### config.mk
export PLATFORM = sky130hd
export DESIGN_NAME = dpc_regs
export DESIGN_NICKNAME = d
export VERILOG_FILES = /design/src/logic/dpc_regs.v
export VERILOG_INCLUDE_DIRS = /design/src /design/src/include
export SDC_FILE = /design/constraint.sdc
export NUM_CORES = 2
export LEC_CHECK = 0
export BUFFER_PORTS_ARGS = -buffer_cell sky130_fd_sc_hd__clkbuf_2
export CORE_MARGIN = 1.5
export CORE_UTILIZATION = 60
export CTS_CLUSTER_DIAMETER = 120
export DETAILED_ROUTE_END_ITERATION = 8
export PLACE_DENSITY = 0.77
export RECOVER_POWER = 25
export SETUP_SLACK_MARGIN = 0.02
export SKIP_LAST_GASP = 1
export SYNTH_ARGS = -nofsm -noshare
export SYNTH_HDL_FRONTEND = slang
export SYNTH_SLANG_ARGS = --single-unit
### constraint.sdc
create_clock -name clock_i -period 8.76 [get_ports clock_i]
set_input_delay 0 -clock clock_i [delete_from_list [all_inputs] [get_ports clock_i]]
set_output_delay 0 -clock clock_i [all_outputs]
set_load 0.01 [all_outputs]
### src/include/dpc_defs.vh
// register map, field layout, reset values and scaling constants
`ifndef DPC_DEFS_VH
`define DPC_DEFS_VH

`define DPC_ADDR_W          8
`define DPC_DATA_W          16

`define DPC_ADDR_LOWER      8'h00
`define DPC_ADDR_UPPER      8'h01
`define DPC_ADDR_RANGE      8'h02

`define DPC_UPPER_ZERO_HI   15
`define DPC_UPPER_ZERO_LO   11
`define DPC_UPPER_OE_BIT    10
`define DPC_UPPER_TUNE_HI   9
`define DPC_UPPER_TUNE_LO   0
`define DPC_UPPER_TUNE_W    10

`define DPC_RANGE_ZERO_HI   15
`define DPC_RANGE_ZERO_LO   4
`define DPC_RANGE_HI        3
`define DPC_RANGE_LO        0
`define DPC_RANGE_W         4

`define DPC_LOWER_W         16
`define DPC_TUNE_W          26

`define DPC_RST_LOWER       16'h0000
`define DPC_RST_UPPER_TUNE  10'h000
`define DPC_RST_OE          1'b0
`define DPC_RST_RANGE       4'h0

// full half-scale tune magnitude, 2^25 - 1
`define DPC_TUNE_FULL_SCALE 26'h1FFFFFF

// half pull range in quarter-ppm units, widest is 3200 ppm
`define DPC_HALF_RANGE_W    14
`define DPC_PULL_W          40

`endif

### src/logic/dpc_regs.v
// register bank for tune word, software output enable and pull range
//
// What this block does
// - upper register bits 15:11 read zero, ignore writes
// - upper bit 10 is output enable, resets low
// - enable bit only matters under software control
// - upper bits 9:0 are tune word top bits
// - whole tune word resets to zero, nominal frequency
// - tune word is signed two's complement
// - only an upper write commits; lower waits
// - range code picks sixteen ascending symmetric ranges
// - range loads factory value, host may overwrite
// - range register bits 15:4 read zero, ignore writes
// - full scale magnitude means full half range
`timescale 1ns/1ps
`include "dpc_defs.vh"

module dpc_regs #(
  parameter ADDR_W = `DPC_ADDR_W,
  parameter DATA_W = `DPC_DATA_W
) (
  input  wire                               clock_i,
  input  wire                               rstn_i,
  input  wire                               reg_wr_i,
  input  wire                               reg_rd_i,
  input  wire [ADDR_W-1:0]                  reg_addr_i,
  input  wire [DATA_W-1:0]                  reg_wdata_i,
  output reg  [DATA_W-1:0]                  reg_rdata_o,
  output reg                                reg_rvalid_o,
  input  wire                               sw_oe_mode_i,
  input  wire                               oe_pin_i,
  input  wire [`DPC_RANGE_W-1:0]            factory_range_i,
  output reg                                output_enable_o,
  output reg  signed [`DPC_TUNE_W-1:0]      tune_word_o,
  output reg  [`DPC_RANGE_W-1:0]            range_code_o,
  output reg  [`DPC_HALF_RANGE_W-1:0]       half_range_o,
  output reg  signed [`DPC_PULL_W-1:0]      pull_scaled_o,
  output reg                                tune_update_o
);

  // half pull range in quarter-ppm for each range code
  function [`DPC_HALF_RANGE_W-1:0] range_to_quarter_ppm;
    input [`DPC_RANGE_W-1:0] code;
    begin
      case (code)
        4'h0:    range_to_quarter_ppm = 14'h0019;
        4'h1:    range_to_quarter_ppm = 14'h0028;
        4'h2:    range_to_quarter_ppm = 14'h0032;
        4'h3:    range_to_quarter_ppm = 14'h0064;
        4'h4:    range_to_quarter_ppm = 14'h00C8;
        4'h5:    range_to_quarter_ppm = 14'h0140;
        4'h6:    range_to_quarter_ppm = 14'h0190;
        4'h7:    range_to_quarter_ppm = 14'h01F4;
        4'h8:    range_to_quarter_ppm = 14'h0258;
        4'h9:    range_to_quarter_ppm = 14'h0320;
        4'hA:    range_to_quarter_ppm = 14'h0640;
        4'hB:    range_to_quarter_ppm = 14'h0960;
        4'hC:    range_to_quarter_ppm = 14'h0C80;
        4'hD:    range_to_quarter_ppm = 14'h12C0;
        4'hE:    range_to_quarter_ppm = 14'h1900;
        default: range_to_quarter_ppm = 14'h3200;
      endcase
    end
  endfunction

  // signed tune times half range; divide by full scale downstream
  function signed [`DPC_PULL_W-1:0] scale_pull;
    input signed [`DPC_TUNE_W-1:0]  tune;
    input [`DPC_HALF_RANGE_W-1:0]   half;
    reg signed [`DPC_HALF_RANGE_W:0] half_s;
    begin
      half_s     = {1'b0, half};
      scale_pull = tune * half_s;
    end
  endfunction

  reg  [`DPC_LOWER_W-1:0]       lower_q;
  reg  [`DPC_UPPER_TUNE_W-1:0]  upper_q;
  reg                           oe_q;
  reg  [`DPC_RANGE_W-1:0]       range_q;
  reg                           factory_pend_q;
  reg                           oe_pin_meta_q;
  reg                           oe_pin_sync_q;

  wire wr_lower = reg_wr_i && (reg_addr_i == `DPC_ADDR_LOWER);
  wire wr_upper = reg_wr_i && (reg_addr_i == `DPC_ADDR_UPPER);
  wire wr_range = reg_wr_i && (reg_addr_i == `DPC_ADDR_RANGE);

  // factory code folds in here so an upper write on the strap edge
  // commits the same range that the readable copy takes
  wire [`DPC_RANGE_W-1:0] range_d =
    wr_range       ? reg_wdata_i[`DPC_RANGE_HI:`DPC_RANGE_LO] :
    factory_pend_q ? factory_range_i : range_q;

  wire signed [`DPC_TUNE_W-1:0] tune_d =
    {reg_wdata_i[`DPC_UPPER_TUNE_HI:`DPC_UPPER_TUNE_LO], lower_q};

  // oe pin is asynchronous to the register clock
  always @(posedge clock_i) begin
    if (!rstn_i) begin
      oe_pin_meta_q <= 1'b0;
      oe_pin_sync_q <= 1'b0;
    end else begin
      oe_pin_meta_q <= oe_pin_i;
      oe_pin_sync_q <= oe_pin_meta_q;
    end
  end

  // staging and readable copies
  always @(posedge clock_i) begin
    if (!rstn_i) begin
      lower_q        <= `DPC_RST_LOWER;
      upper_q        <= `DPC_RST_UPPER_TUNE;
      oe_q           <= `DPC_RST_OE;
      range_q        <= `DPC_RST_RANGE;
      factory_pend_q <= 1'b1;
    end else begin
      // a held lower word only becomes live on the next upper write
      if (wr_lower)
        lower_q <= reg_wdata_i;
      if (wr_upper) begin
        upper_q <= reg_wdata_i[`DPC_UPPER_TUNE_HI:`DPC_UPPER_TUNE_LO];
        oe_q    <= reg_wdata_i[`DPC_UPPER_OE_BIT];
      end
      // strap is caught one edge after release; a host write that
      // same edge wins since it is the newer intent
      factory_pend_q <= 1'b0;
      if (wr_range || factory_pend_q)
        range_q <= range_d;
    end
  end

  // committed view seen by the pulling logic, all from one edge
  always @(posedge clock_i) begin
    if (!rstn_i) begin
      tune_word_o   <= {`DPC_TUNE_W{1'b0}};
      range_code_o  <= `DPC_RST_RANGE;
      half_range_o  <= range_to_quarter_ppm(`DPC_RST_RANGE);
      pull_scaled_o <= {`DPC_PULL_W{1'b0}};
      tune_update_o <= 1'b0;
    end else begin
      tune_update_o <= 1'b0;
      if (wr_upper) begin
        tune_word_o   <= tune_d;
        range_code_o  <= range_d;
        half_range_o  <= range_to_quarter_ppm(range_d);
        pull_scaled_o <= scale_pull(tune_d,
                                    range_to_quarter_ppm(range_d));
        tune_update_o <= 1'b1;
      end else if (wr_range || factory_pend_q) begin
        // range change rescales the already committed word
        range_code_o  <= range_d;
        half_range_o  <= range_to_quarter_ppm(range_d);
        pull_scaled_o <= scale_pull(tune_word_o,
                                    range_to_quarter_ppm(range_d));
        tune_update_o <= 1'b1;
      end
    end
  end

  // output enable source select
  always @(posedge clock_i) begin
    if (!rstn_i)
      output_enable_o <= 1'b0;
    else if (sw_oe_mode_i)
      output_enable_o <= oe_q;
    else
      output_enable_o <= oe_pin_sync_q;
  end

  // read port: one cycle latency, unmapped addresses read zero
  always @(posedge clock_i) begin
    if (!rstn_i) begin
      reg_rdata_o  <= {DATA_W{1'b0}};
      reg_rvalid_o <= 1'b0;
    end else begin
      reg_rvalid_o <= reg_rd_i;
      if (reg_rd_i) begin
        case (reg_addr_i)
          `DPC_ADDR_LOWER: reg_rdata_o <= lower_q;
          `DPC_ADDR_UPPER: reg_rdata_o <= {5'h00, oe_q, upper_q};
          `DPC_ADDR_RANGE: reg_rdata_o <= {12'h000, range_q};
          default:         reg_rdata_o <= {DATA_W{1'b0}};
        endcase
      end
    end
  end

endmodule

==> run metrics <==
status=complete, but fails checks; violated checks=max-capacitance violations, max-slew violations; Tcrit/Tclk final=0.961; CTS max path bufs=2; clock root buffer=clkbuf_16; Max Clock Freq=119 MHz; final setup fails=0; HPWL after DPL=63500 um; number of synthesized flops with an enable pin=0; R2R Path Start=factory_pend_q$_DFF_P_; Synth Instances=3461; io pins=137; H-tree depth=4; drt pass-1 iters=6; critical path type=flop to flop; Core Area=50300 um^2; Fin Clk Skew=0.0204 ns; reg2reg path depth=27; r2r setup slk=0.34 ns; Die Height=229 um; P_leak=17.1 nW; Max Cap Viol=1; vias in the first global route=25.1k; CP Depth=27; CP peak stage delay=0.62 ns; full die area=52500 um^2; DR vias/cell=5.67; Tmin final=8.42 ns; GPL Wtd Cong=0.946; CTS tree=built; Crit Path Max Fanout=26; antenna viol nets, final=0; Commonest cells post-synth=723 x inv_1, 668 x fa_1, 455 x and2_1; WHS Path Cells=3; Top delay family on crit path=adder cells; Min-Delay Path Class=input pin to flop; unrepaired setup endpoints after global routing=false; Crit path buffers/inverters=4; Synth Area per Inst=8.86 um^2; Synth area leaders=fa_1 44%, and2_1 9.3%, inv_1 8.8%; Remaining Overflow, GRT=0; Cell Pwr Density=116 nW/um^2; P&R area growth vs syn=6.90%; Slew Viols, Final=36; first-pass GRT wire length=133000 um; asr flop ratio synth=0; Clk Latency, worst-skew pair=0.48 ns; most frequent cell after synthesis=inv_1; Setup crit end=pull_scaled_o[39]$_SDFFE_PN0P_; worst setup margin=0.344 ns; sequential area share after synthesis=0.0829; count of input and output buffers=136; CP Launch Point=factory_pend_q$_DFF_P_; Worst-path clk slew=0.07 ns; critical path's slowest cell=fa_1; Data required, critical path=9.09 ns; Mapped Nets=4347; Final nets=4401; TritonCTS Buffers=17; Seq cells post-synth=127; Worst slew margin=-0.0450; cell area after synthesis=30700 um^2; synth unique cells=72; largest net degree at the start of global routing=80; std cell rows=82; die width=229 um; Synth top area share=0.436; Initial Utilization=0.610; drt drc=0; Hold Slack=0.0541 ns; Routed WL=81700 um; Total Routing Usage GR=0.327; layout cells sized above 1=0.0641; startpoint types=flop; yosys warns=0; Num Clock Sinks=127; Place WS=-0.0232 ns; Crit path top cell by count=fa_1; Peak VDD IR=0.247 mV; worst path arrival time=8.75 ns; DRT iter0 DRCs=1754; Final TNS setup=0 ns; Yosys top cell by area=fa_1; via count=23.8k; mean routed wirelength per cell=19.4 um; worst slew pin tran=1.56 ns; reg-to-reg critical path endpoint=pull_scaled_o[39]$_SDFFE_PN0P_; CP Capture Type=flop; Top FF cell, synth=dfxtp_1; initial antenna violation count=0; Final Hold Vio Count=0
## cell type report
class / count / area (um^2)
Antenna cell: 1 / 2.50
Timing Repair Buffer: 215 / 1320
Clock buffer: 21 / 450
Tap cell: 672 / 841
Multi-Input combinational cell: 2431 / 24800
Sequential cell: 127 / 2540
Fill cell: 4249 / 17500
Inverter: 723 / 2720
Clock inverter: 11 / 131
## through the flow
stage | util | total power (W) | cells | cell area, um^2
6_report | 0.652 | 0.00380 | 4201 | 32800
5_1_grt | 0.652 | 0.00412 | 4200 | 32800
2_1_floorplan | - | 0.00245 | 3461 | 30700
4_1_cts | 0.653 | 0.00380 | 4198 | 32800
3_3_place_gp | 0.639 | 0.00300 | 4156 | 32100
3_5_place_dp | 0.639 | 0.00304 | 4156 | 32100
## cells in the final DEF, fill, tap and decap left out, types with 10 or more instances in the layout
cell           count
a211oi_1          30
a21o_1            38
a21oi_1          125
a221oi_1          12
a31oi_1           12
and2_1           455
and3_1            27
buf_4             61
clkbuf_1          57
clkbuf_16         17
clkbuf_2          83
dfxtp_1          127
dlygate4sd3_1     10
fa_1             668
ha_1             184
inv_1            722
mux2i_1           35
nand2_1          405
nand3_1           22
nand4_1           10
nor2_1           132
nor3_1            15
o211ai_1          11
o21ai_0           38
o21bai_1          12
xnor2_1           54
xor2_1            27
## sequential cells by signal (all words and copies together) (netlist names)
signal	count
oe_pin_sync_q	1
range_code_o	4
oe_q	1
lower_q	16
upper_q	10
reg_rdata_o	16
factory_pend_q	1
tune_word_o	16
oe_pin_meta_q	1
tune_update_o	1
reg_rvalid_o	1
half_range_o	14
pull_scaled_o	40
range_q	4
output_enable_o	1
## report_power, final
part	internal [W]	switching [W]
combinational	0.00101	0.00146
clock	0.000428	0.000310
sequential	0.000587	0.00000771
total	0.00202	0.00177
## worst min-delay path: cells and delay by family
family / cells / cell delay [ns]
AO/OA/AOI/OAI: 1 / 0.06
buffers and inverters: 1 / 0.28
AND/OR/NAND/NOR: 1 / 0.14
## layer usage
| metal | vias to the layer above | global-route usage | wire [um] | part of all wire |
|---|---|---|---|---|
| met3 | 189 | 0.0529 | 6310 | 0.077 |
| met2 | 964 | 0.551 | 40200 | 0.49 |
| met1 | 12200 | 0.418 | 31800 | 0.39 |
| met4 | 0 | 0.142 | 3480 | 0.043 |
| li1 | 10500 | - | - | - |
| met5 | - | 0 | 0 | 0 |
## kinds of logic (layout without fill, tap and decap cells)
| logic type | count (synthesis) | count (layout) | synth area share |
|---|---|---|---|
| and+or+nand+nor | 1113 | 1113 | 0.183 |
| buffers and inverters | 903 | 970 | 0.113 |
| adders and majority gates | 852 | 852 | 0.511 |
| AOI/OAI and AO/OA | 348 | 348 | 0.0753 |
| DFF | 127 | 127 | 0.0829 |
| xor gates and xnor gates | 81 | 81 | 0.0231 |
| muxes | 37 | 37 | 0.0121 |
| other | 0 | 1 | 0 |
## how the worst min path moves through the flow
stage,from,to,slack (ns)
finish,reg_wdata_i[6],upper_q[6]$_SDFFE_PN0P_,0.05
global route,reg_wdata_i[5],upper_q[5]$_SDFFE_PN0P_,0.09
CTS,reg_wdata_i[5],upper_q[5]$_SDFFE_PN0P_,0.03
detailed placement,oe_pin_i,oe_pin_meta_q$_SDFF_PN0_,0.21
global placement,oe_pin_i,oe_pin_meta_q$_SDFF_PN0_,0.21
floorplan,reg_rd_i,reg_rvalid_o$_SDFF_PN0_,0.12
## timing repair
item,in CTS,in global routing
resized for setup,0,4
endpoints found under the setup margin,0,9
setup buffers,0,2
hold buffers,10,0
hold endpoints to repair,14,0
(Power assumes the default switching activity.)
